`src/design/ldc_defines.vh`:
```
// ldc_defines.vh: register map, field positions, reset values, codes
// and timing figures of the listen duty-cycle and battery detect block.
// assumes: included by bare name from every ldc design file.
`ifndef LDC_DEFINES_VH
`define LDC_DEFINES_VH

// register offsets, 7-bit register address space
`define LDC_ADDR_W 7
`define LDC_ADDR_BATT 7'h0C
`define LDC_ADDR_CFG 7'h0D
`define LDC_ADDR_IDLE 7'h0E
`define LDC_ADDR_RXDUR 7'h0F
`define LDC_ADDR_REV 7'h10

// battery_detect_control fields
`define LDC_BATT_LIVE_BIT 4
`define LDC_BATT_EN_BIT 3
`define LDC_BATT_TRIM_MSB 2
`define LDC_BATT_TRIM_LSB 0

// listen_config fields
`define LDC_RESOL_MSB 7
`define LDC_RESOL_LSB 4
`define LDC_CRIT_BIT 3
`define LDC_EXIT_MSB 2
`define LDC_EXIT_LSB 1

// silicon_revision fields
`define LDC_REV_FULL_MSB 7
`define LDC_REV_FULL_LSB 4
`define LDC_REV_MASK_MSB 3
`define LDC_REV_MASK_LSB 0

// reset values
`define LDC_BATT_EN_RST 1'h0
`define LDC_TRIM_RST 3'h2
`define LDC_RESOL_RST 4'hA
`define LDC_CRIT_RST 1'h0
`define LDC_EXIT_RST 2'h1
`define LDC_IDLE_COEF_RST 8'hF5
`define LDC_RX_COEF_RST 8'h20

// timing unit codes
`define LDC_RESOL_FAST 4'h5
`define LDC_RESOL_MID 4'hA
`define LDC_RESOL_SLOW 4'hF

// exit action codes
`define LDC_EXIT_STAY 2'h0
`define LDC_EXIT_TO_MODE 2'h1
`define LDC_EXIT_RESUME 2'h2

// chip mode codes
`define LDC_MODE_SLEEP 3'h0
`define LDC_MODE_STANDBY 3'h1
`define LDC_MODE_SYNTH 3'h2
`define LDC_MODE_RX 3'h4

// timing: clock period and timing units, in ns
`define LDC_CLK_PERIOD_NS 10
`define LDC_T_RES_FAST_NS 64000
`define LDC_T_RES_MID_NS 4100000
`define LDC_T_RES_SLOW_NS 262000000
`define LDC_UNIT_CW 25
// default unit lengths, in clock cycles
`define LDC_UNIT_FAST_CYC 25'h0001900
`define LDC_UNIT_MID_CYC 25'h0064190
`define LDC_UNIT_SLOW_CYC 25'h18FC2C0

`endif

```
`src/design/ldc_tick_gen.v`:
```
// ldc_tick_gen.v: timing unit prescaler, one tick per selected unit.
// assumes: restart pulses at each phase start so phases align to it.
`timescale 1ns/10ps
`include "ldc_defines.vh"

module ldc_tick_gen #(
  parameter CW = `LDC_UNIT_CW,
  parameter [CW-1:0] FAST_CYC = `LDC_UNIT_FAST_CYC,
  parameter [CW-1:0] MID_CYC = `LDC_UNIT_MID_CYC,
  parameter [CW-1:0] SLOW_CYC = `LDC_UNIT_SLOW_CYC
) (
  // clock and reset
  input wire clock,
  input wire reset,
  // control
  input wire restart,
  input wire [3:0] resol,
  // unit tick
  output wire tick
);

  reg [CW-1:0] cnt_q;
  reg [CW-1:0] period;

  // unit length by resolution code
  always @*
  begin
    case (resol)
      `LDC_RESOL_FAST: period = FAST_CYC;
      `LDC_RESOL_MID: period = MID_CYC;
      `LDC_RESOL_SLOW: period = SLOW_CYC;
      default: period = MID_CYC;
    endcase
  end

  assign tick = !restart && (cnt_q >= period - {{(CW-1){1'b0}}, 1'b1});

  always @(posedge clock)
  begin
    if (reset || restart || tick)
      cnt_q <= {CW{1'b0}};
    else
      cnt_q <= cnt_q + {{(CW-1){1'b0}}, 1'b1};
  end

endmodule // ldc_tick_gen

```
`src/design/ldc_phase_cnt.v`:
```
// ldc_phase_cnt.v: coefficient counter for one listen phase.
// assumes: tick is a one-cycle unit pulse; start reloads the count.
`timescale 1ns/10ps
`include "ldc_defines.vh"

module ldc_phase_cnt #(
  parameter W = 8
) (
  // clock and reset
  input wire clock,
  input wire reset,
  // control
  input wire start,
  input wire tick,
  input wire [W-1:0] coef,
  // phase end pulse
  output reg done_q
);

  reg [W-1:0] cnt_q;
  reg run_q;

  always @(posedge clock)
  begin
    if (reset)
    begin
      cnt_q <= {W{1'b0}};
      run_q <= 1'b0;
      done_q <= 1'b0;
    end
    else if (start)
    begin
      cnt_q <= coef;
      run_q <= 1'b1;
      done_q <= 1'b0;
    end
    else if (run_q && tick)
    begin
      // phase lasts coef units
      if (cnt_q <= {{(W-1){1'b0}}, 1'b1})
      begin
        run_q <= 1'b0;
        done_q <= 1'b1;
      end
      else
      begin
        cnt_q <= cnt_q - {{(W-1){1'b0}}, 1'b1};
        done_q <= 1'b0;
      end
    end
    else
      done_q <= 1'b0;
  end

endmodule // ldc_phase_cnt

```
`src/design/ldc_top.v`:
```
// ldc_top.v: listen duty-cycle sequencer with battery detect control,
// its register file and the read-only revision register.
// assumes: a register port already decoded from the serial host link;
// comparator, signal strength, sync match and irq inputs synchronous.
//
// Behaviour
// The battery live flag reads the comparator output as it is now.
// The battery detector is off while its enable is 0; enable resets 0.
// A three-bit trim picks the battery threshold and resets to 010.
// A four-bit resolution picks 64 us, 4.1 ms or 262 ms; reset 1010.
// Acceptance needs strength over threshold, plus sync match if set.
// Exit action 00 keeps receive after acceptance and stops listening.
// Exit action 01 waits for payload or timeout, then takes mode field.
// Exit action 10 waits for payload or timeout, then idles again.
// Receive buffer contents are flushed at the next receive wakeup.
// The idle phase lasts idle coefficient units; it resets to 0xF5.
// The receive phase lasts receive coefficient units; resets 0x20.
// The revision register holds full and mask revision nibbles.
// Exit action sits at bits 2-1 resetting to 01; bit 0 reads 0.
// With listening on, idle and receive phases alternate until a packet is accepted or the host aborts.
// The host aborts by abort bit, enable clear and new mode at once.
// Mode codes: 000 sleep, 001 standby, 010 synth, 100 receive.
`timescale 1ns/10ps
`include "ldc_defines.vh"

module ldc_top #(
  parameter UNIT_FAST_CYC = `LDC_T_RES_FAST_NS / `LDC_CLK_PERIOD_NS,
  parameter UNIT_MID_CYC = `LDC_T_RES_MID_NS / `LDC_CLK_PERIOD_NS,
  parameter UNIT_SLOW_CYC = `LDC_T_RES_SLOW_NS / `LDC_CLK_PERIOD_NS,
  parameter [3:0] REV_FULL = 4'h3, // arbitrary value
  parameter [3:0] REV_MASK = 4'h7 // arbitrary value
) (
  // clock and reset
  input wire clock,
  input wire reset,
  // register port
  input wire [`LDC_ADDR_W-1:0] reg_addr,
  input wire [7:0] reg_wdata,
  input wire reg_write,
  input wire reg_read,
  output reg [7:0] reg_rdata_q,
  // main mode register fields
  input wire duty_cycle_enable,
  input wire duty_cycle_abort,
  input wire [2:0] mode_select,
  output reg [2:0] current_mode_q,
  // receive path events
  input wire signal_strength_threshold,
  input wire sync_word_match,
  input wire payload_complete_irq,
  input wire timeout_irq,
  output reg fifo_flush_q,
  // battery detector
  input wire battery_comparator,
  output reg battery_detector_enable_q,
  output reg [2:0] battery_threshold_trim_q
);

  // sequencer states
  localparam [2:0] ST_OFF = 3'h0;
  localparam [2:0] ST_IDLE = 3'h1;
  localparam [2:0] ST_RX = 3'h2;
  localparam [2:0] ST_HOLD = 3'h3;
  localparam [2:0] ST_WAIT = 3'h4;
  localparam [2:0] ST_STOP = 3'h5;

  localparam CW = `LDC_UNIT_CW;

  // configuration registers
  reg [3:0] wake_cycle_resolution_q;
  reg wake_accept_criterion_q;
  reg [1:0] wake_exit_action_q;
  reg [7:0] idle_phase_coefficient_q;
  reg [7:0] receive_phase_coefficient_q;

  // sequencer
  reg [2:0] state_q;
  reg [2:0] state_d;
  reg start_idle;
  reg start_rx;
  reg [2:0] mode_d;

  wire unit_tick;
  wire idle_done;
  wire rx_done;
  wire accept;
  wire abort_req;
  wire [7:0] batt_rd;
  wire [7:0] cfg_rd;

  // register writes
  always @(posedge clock)
  begin
    if (reset)
    begin
      battery_detector_enable_q <= `LDC_BATT_EN_RST;
      battery_threshold_trim_q <= `LDC_TRIM_RST;
      wake_cycle_resolution_q <= `LDC_RESOL_RST;
      wake_accept_criterion_q <= `LDC_CRIT_RST;
      wake_exit_action_q <= `LDC_EXIT_RST;
      idle_phase_coefficient_q <= `LDC_IDLE_COEF_RST;
      receive_phase_coefficient_q <= `LDC_RX_COEF_RST;
    end
    else if (reg_write)
    begin
      case (reg_addr)
        `LDC_ADDR_BATT:
        begin
          // live flag bit is not writable
          battery_detector_enable_q <= reg_wdata[`LDC_BATT_EN_BIT];
          battery_threshold_trim_q <=
            reg_wdata[`LDC_BATT_TRIM_MSB:`LDC_BATT_TRIM_LSB];
        end
        `LDC_ADDR_CFG:
        begin
          wake_cycle_resolution_q <=
            reg_wdata[`LDC_RESOL_MSB:`LDC_RESOL_LSB];
          wake_accept_criterion_q <= reg_wdata[`LDC_CRIT_BIT];
          wake_exit_action_q <=
            reg_wdata[`LDC_EXIT_MSB:`LDC_EXIT_LSB];
        end
        `LDC_ADDR_IDLE:
          idle_phase_coefficient_q <= reg_wdata;
        `LDC_ADDR_RXDUR:
          receive_phase_coefficient_q <= reg_wdata;
        default:
          idle_phase_coefficient_q <= idle_phase_coefficient_q;
      endcase
    end
  end

  // read images
  assign batt_rd = {3'h0, battery_comparator,
    battery_detector_enable_q, battery_threshold_trim_q};
  assign cfg_rd = {wake_cycle_resolution_q, wake_accept_criterion_q,
    wake_exit_action_q, 1'b0};

  // register reads, unmapped reads return zero
  always @(posedge clock)
  begin
    if (reset)
      reg_rdata_q <= 8'h00;
    else if (reg_read)
    begin
      case (reg_addr)
        `LDC_ADDR_BATT: reg_rdata_q <= batt_rd;
        `LDC_ADDR_CFG: reg_rdata_q <= cfg_rd;
        `LDC_ADDR_IDLE: reg_rdata_q <= idle_phase_coefficient_q;
        `LDC_ADDR_RXDUR: reg_rdata_q <= receive_phase_coefficient_q;
        `LDC_ADDR_REV: reg_rdata_q <= {REV_FULL, REV_MASK};
        default: reg_rdata_q <= 8'h00;
      endcase
    end
  end

  // timing unit prescaler, realigned at each phase start
  ldc_tick_gen #(
    .CW(CW),
    .FAST_CYC(UNIT_FAST_CYC[CW-1:0]),
    .MID_CYC(UNIT_MID_CYC[CW-1:0]),
    .SLOW_CYC(UNIT_SLOW_CYC[CW-1:0])
  ) u_tick (
    .clock(clock),
    .reset(reset),
    .restart(start_idle || start_rx),
    .resol(wake_cycle_resolution_q),
    .tick(unit_tick)
  );

  // idle phase length
  ldc_phase_cnt #(
    .W(8)
  ) u_idle_cnt (
    .clock(clock),
    .reset(reset),
    .start(start_idle),
    .tick(unit_tick),
    .coef(idle_phase_coefficient_q),
    .done_q(idle_done)
  );

  // receive phase length, receiver startup inside it
  ldc_phase_cnt #(
    .W(8)
  ) u_rx_cnt (
    .clock(clock),
    .reset(reset),
    .start(start_rx),
    .tick(unit_tick),
    .coef(receive_phase_coefficient_q),
    .done_q(rx_done)
  );

  // packet acceptance
  assign accept = signal_strength_threshold &&
    (!wake_accept_criterion_q || sync_word_match);

  // abort needs abort bit with enable cleared in one access
  assign abort_req = duty_cycle_abort && !duty_cycle_enable;

  // sequencer next state
  always @*
  begin
    state_d = state_q;
    start_idle = 1'b0;
    start_rx = 1'b0;
    if (abort_req)
      state_d = ST_OFF;
    else
    begin
      case (state_q)
        ST_OFF:
        begin
          if (duty_cycle_enable)
          begin
            state_d = ST_IDLE;
            start_idle = 1'b1;
          end
        end
        ST_IDLE:
        begin
          if (idle_done)
          begin
            state_d = ST_RX;
            start_rx = 1'b1;
          end
        end
        ST_RX:
        begin
          if (accept)
          begin
            case (wake_exit_action_q)
              `LDC_EXIT_TO_MODE: state_d = ST_WAIT;
              `LDC_EXIT_RESUME: state_d = ST_WAIT;
              default: state_d = ST_HOLD;
            endcase
          end
          else if (rx_done)
          begin
            state_d = ST_IDLE;
            start_idle = 1'b1;
          end
        end
        ST_HOLD:
        begin
          if (!duty_cycle_enable)
            state_d = ST_OFF;
        end
        ST_WAIT:
        begin
          if (payload_complete_irq || timeout_irq)
          begin
            if (wake_exit_action_q == `LDC_EXIT_RESUME)
            begin
              state_d = ST_IDLE;
              start_idle = 1'b1;
            end
            else
              state_d = ST_STOP;
          end
        end
        ST_STOP:
        begin
          if (!duty_cycle_enable)
            state_d = ST_OFF;
        end
        default:
          state_d = ST_OFF;
      endcase
    end
  end

  // mode shown for each state
  always @*
  begin
    case (state_d)
      ST_OFF: mode_d = mode_select;
      ST_IDLE: mode_d = `LDC_MODE_SLEEP;
      ST_RX: mode_d = `LDC_MODE_RX;
      ST_HOLD: mode_d = `LDC_MODE_RX;
      ST_WAIT: mode_d = `LDC_MODE_RX;
      ST_STOP: mode_d = mode_select;
      default: mode_d = `LDC_MODE_STANDBY;
    endcase
  end

  // sequencer registers
  always @(posedge clock)
  begin
    if (reset)
    begin
      state_q <= ST_OFF;
      current_mode_q <= `LDC_MODE_STANDBY;
      fifo_flush_q <= 1'b0;
    end
    else
    begin
      state_q <= state_d;
      current_mode_q <= mode_d;
      fifo_flush_q <= start_rx;
    end
  end

endmodule // ldc_top

```
`config.mk`:
```
export PLATFORM = sky130hd
export DESIGN_NAME = ldc_top
export DESIGN_NICKNAME = d
export VERILOG_FILES = /design/src/design/ldc_tick_gen.v /design/src/design/ldc_phase_cnt.v /design/src/design/ldc_top.v
export VERILOG_INCLUDE_DIRS = /design/src /design/src/design
export SDC_FILE = /design/constraint.sdc
export NUM_CORES = 1
export LEC_CHECK = 0
export BUFFER_PORTS_ARGS = -buffer_cell sky130_fd_sc_hd__buf_2
export CORE_ASPECT_RATIO = 0.7
export CORE_UTILIZATION = 39
export DETAILED_ROUTE_END_ITERATION = 12
export PLACE_DENSITY_LB_ADDON = 0.1
export SLEW_MARGIN = 20
export SYNTH_ARGS = -nofsm -noshare
export SYNTH_HDL_FRONTEND = slang
export SYNTH_SLANG_ARGS = --single-unit
export TNS_END_PERCENT = 30
```
`constraint.sdc`:
```
create_clock -name clock -period 5.3 [get_ports clock]
set_clock_uncertainty 0.05 [all_clocks]
set_input_delay 1.06 -clock clock [delete_from_list [all_inputs] [get_ports clock]]
set_output_delay 1.06 -clock clock [all_outputs]
set_load 0.02 [all_outputs]
```
==> results_dict.tcl <==
set metrics [dict create \
    hpwl_mm 8.216 \
    netlist.top_cell.by_area "dfxtp_1" \
    gp_congestion 0.8329 \
    synth-async-reset-ratio_pct 0 \
    arrival_ps 4150 \
    wl_met1_mm 6.009 \
    synth_top_family_by_area "simple AND/OR/NAND/NOR gates" \
    grt.total_usage_pct 19.14 \
    maxCapViolCount 0 \
    die_h_um 92.45 \
    rows 32 \
    ioPinCount 45 \
    die_w_um 131.2 \
    post_dp_cell_area_sq_um 4876 \
    finalNetCount 618 \
    area_growth_pct 13.40 \
    synthTopCellsByCount "88 x nor2_1, 87 x dfxtp_1, 51 x nand2_1, 27 x a21oi_1, 24 x xor2_1" \
    finalMaxSlewViolations 0 \
    cts_sinks 87 \
    cts_buffer_depth 2 \
    overflow 0 \
    synthMuxAreaShare_pct 5.133 \
    cts-root-buf "clkbuf_16" \
    power.total_w 0.001403 \
    via_per_inst 5.374 \
    fin_util_pct 46.10 \
    maxUsedRoutingLayer "met4" \
    synth_largest_type_area_fraction_pct 38.21 \
    clkLatencyLatePin_ps 340 \
    fin_setup_tns_ps 0 \
    netlist_top_cells_area "dfxtp_1 38%, nor2_1 7.2%, ha_1 6.0%" \
    crit_family "simple AND/OR/NAND/NOR gates" \
    portBuffers 44 \
    required_ps 5500 \
    syn_nets 588 \
    pwr-share-comb_pct 6.8 \
    grt_pass1_wl_mm 18.35 \
    cts_buffers 9 \
    yosysMostFrequentCell "nor2_1" \
    routed_wl_mm 11.16 \
    cts_resized 0 \
    dr_wl_met3_um 669 \
    via_count 3896 \
    synth_edf_count 0 \
    finalHoldViolCount 0 \
    fill_cells 1139 \
    rrSetupSlack_ps 1350 \
    antenna_found_initial 0 \
    yosys.area_share.adder_pct 6.259 \
    clkTransAtPathRegs_ps 60 \
    p_switching_w 0.0003239 \
    design_area_sq_um 5169 \
    sw_frac_of_total_pct 23.09 \
    seq_power_share_pct 48.2 \
    end_kind "flop" \
    reg2reg_from "wake_cycle_resolution_q[1]" \
    cp-startpoint "wake_cycle_resolution_q[1]" \
    synth_cells 537 \
    yosysSeqAreaShare_pct 38.21 \
    ant_nets 0 \
    finalCriticalPeriod_ps 3954 \
    max_stage_delay_ps 540 \
    wl_met2_mm 4.363 \
    min_from "u_rx_cnt.run_q" \
    netlist_area_sq_um 4558 \
    hold_buffers 0 \
    status "complete, no violations" \
    initial_utilization_pct 40.66 \
    period_share_pct 74.61 \
    worstSetupPathType "reg -> reg" \
    powerDensity_nw_per_um2 271.4 \
    post_cts_buffers 0 \
    drc 0 \
    intPower_w 0.001079 \
    dr.pass1.iters 4 \
    cp_cell_sequence "nand4_1 -> ha_1 -> nand4b_4 -> or4_4 -> or3_4 -> o221ai_2 -> nand4_2 -> or4_1 -> a311oi_1" \
    worst_pin_slew_ps 956.2 \
    synth_compound_area_share_pct 14.05 \
    cts_tree "done" \
    clockPowerShare_pct 45.1 \
    ir_worst_vdd_v 0.0001653 \
    synth-simple-area-share_pct 26.90 \
    finalSetupViolCount 0 \
    path_buf_inv 0 \
    htree_levels 3 \
    rsz0062_at_grt "no" \
    synth_top_flop_cell "dfxtp_1" \
    drive_above_1_share_pct 12.41 \
    fmax_mhz 252.9 \
    hp-class "reg -> reg" \
    ys_ff_latch 87 \
    maxSlewHeadroom_pct 35.87 \
    synth-xor-area-share_pct 6.149 \
    crit_slowest_cell "ha_1" \
    synth_cell_types 60 \
    antenna_cells 0 \
    yosysWarnings 0 \
    grt_pass1_vias 3576 \
    drtIter0Drc 309 \
    wl_per_cell_um 15.39 \
    hold_slack_ps 412.5 \
    path_max_fanout 12 \
    grt_max_degree 63 \
    fp.coreArea_sq_um 11210 \
    cp-start-kind "flop" \
    die_area_sq_um 12130 \
    leakagePower_nw 2.076 \
    syn_area_per_cell_sq_um 8.488 \
]
[kinds of logic (layout without fill, tap and decap cells)]
group	after synthesis	after routing
XOR/XNOR	32	32
flip-flops	87	87
AO/OA/AOI/OAI	91	91
multiplexers	23	23
adder cells (fa/ha/maj)	23	23
AND/OR/NAND/NOR	242	242
buffers and inverters	39	74
[layout by cell type (no fill, tap or decap), types with 3 or more instances in the layout]
cell / netlist / final
or4_1: 5 / 5
clkbuf_1: 23 / 3
or3_1: 5 / 5
nor2b_1: 7 / 7
a21oi_1: 27 / 27
nor3_1: 5 / 5
nor2_1: 88 / 88
nor4_1: 8 / 8
nand3_1: 18 / 18
xor2_1: 24 / 24
inv_1: 13 / 13
a21o_1: 3 / 3
nand4_1: 12 / 12
nand3b_1: 6 / 6
o21ai_0: 8 / 8
a211oi_1: 15 / 15
xnor2_1: 8 / 8
and3b_1: 3 / 3
ha_1: 22 / 22
clkbuf_16: 0 / 9
dfxtp_1: 87 / 87
a311oi_1: 6 / 6
o31ai_1: 3 / 3
nand2b_1: 8 / 8
and3_1: 5 / 5
nand2_1: 51 / 51
a211o_1: 6 / 6
o211ai_1: 3 / 3
mux2i_1: 20 / 20
and2_1: 6 / 6
buf_2: 0 / 44
[area by class of cell]
| type | count | area (sq um) | area share [%] |
|---|---|---|---|
| Clock buffer | 13 | 250.2 | 4.841 |
| Tap cell | 153 | 191.4 | 3.704 |
| Clock inverter | 3 | 42.54 | 0.8230 |
| Timing Repair Buffer | 45 | 227.7 | 4.406 |
| Multi-Input combinational cell | 411 | 2666 | 51.59 |
| Inverter | 13 | 48.80 | 0.9441 |
| Sequential cell | 87 | 1742 | 33.70 |
[per-stage QoR]
step	instances	setup slack [ps]
finish	725	1346
global route	725	1049
CTS	725	1329
detailed placement	709	1340
global placement	709	1516
floorplan	537	2072
[metal layers]
layer	track usage, %	vias to the layer above
li1	-	1967
met1	29.48	1819
met2	26.24	97
met3	3.831	13
met4	5.196	0
met5	0	-
[power groups by stage]
| stage | registers (W) | clock network [W] | logic [W] |
|---|---|---|---|
| after detailed placement | 0.000690 | 0 | 0.0000948 |
| after floorplan | 0.000691 | 0 | 0.0000616 |
| after CTS | 0.000675 | 0.000649 | 0.0000953 |
| after global routing | 0.000677 | 0.000676 | 0.000105 |
| final | 0.000676 | 0.000632 | 0.0000950 |
| after global placement | 0.000690 | 0 | 0.0000941 |
[sequential cells by signal (all words and copies together), names as in the netlist]
register	count
state_q	3
u_idle_cnt.done_q	1
u_rx_cnt.cnt_q	8
reg_rdata_q	8
fifo_flush_q	1
u_rx_cnt.done_q	1
battery_detector_enable_q	1
wake_accept_criterion_q	1
u_idle_cnt.run_q	1
wake_cycle_resolution_q	4
u_idle_cnt.cnt_q	8
u_rx_cnt.run_q	1
current_mode_q	3
receive_phase_coefficient_q	8
idle_phase_coefficient_q	8
wake_exit_action_q	2
battery_threshold_trim_q	3
u_tick.cnt_q	25
[worst reg2reg max path: cells and delay by family, from the launching register on]
kind / cells / cell delay (ps)
AO/OA/AOI/OAI: 2 / 720
adder cells (fa/ha/maj): 1 / 550
flip-flops: 1 / 380
AND/OR/NAND/NOR: 6 / 2160
[worst paths after layout]
| check | depth (start not counted) | end |
|---|---|---|
| setup reg to reg | 9 | u_rx_cnt.cnt_q[4] |
| hold reg to reg | 2 | u_rx_cnt.done_q |
| setup / recovery | 9 | u_rx_cnt.cnt_q[4] |
| hold / removal | 2 | u_rx_cnt.done_q |
Note: power is estimated with default switching activity, not from simulation.
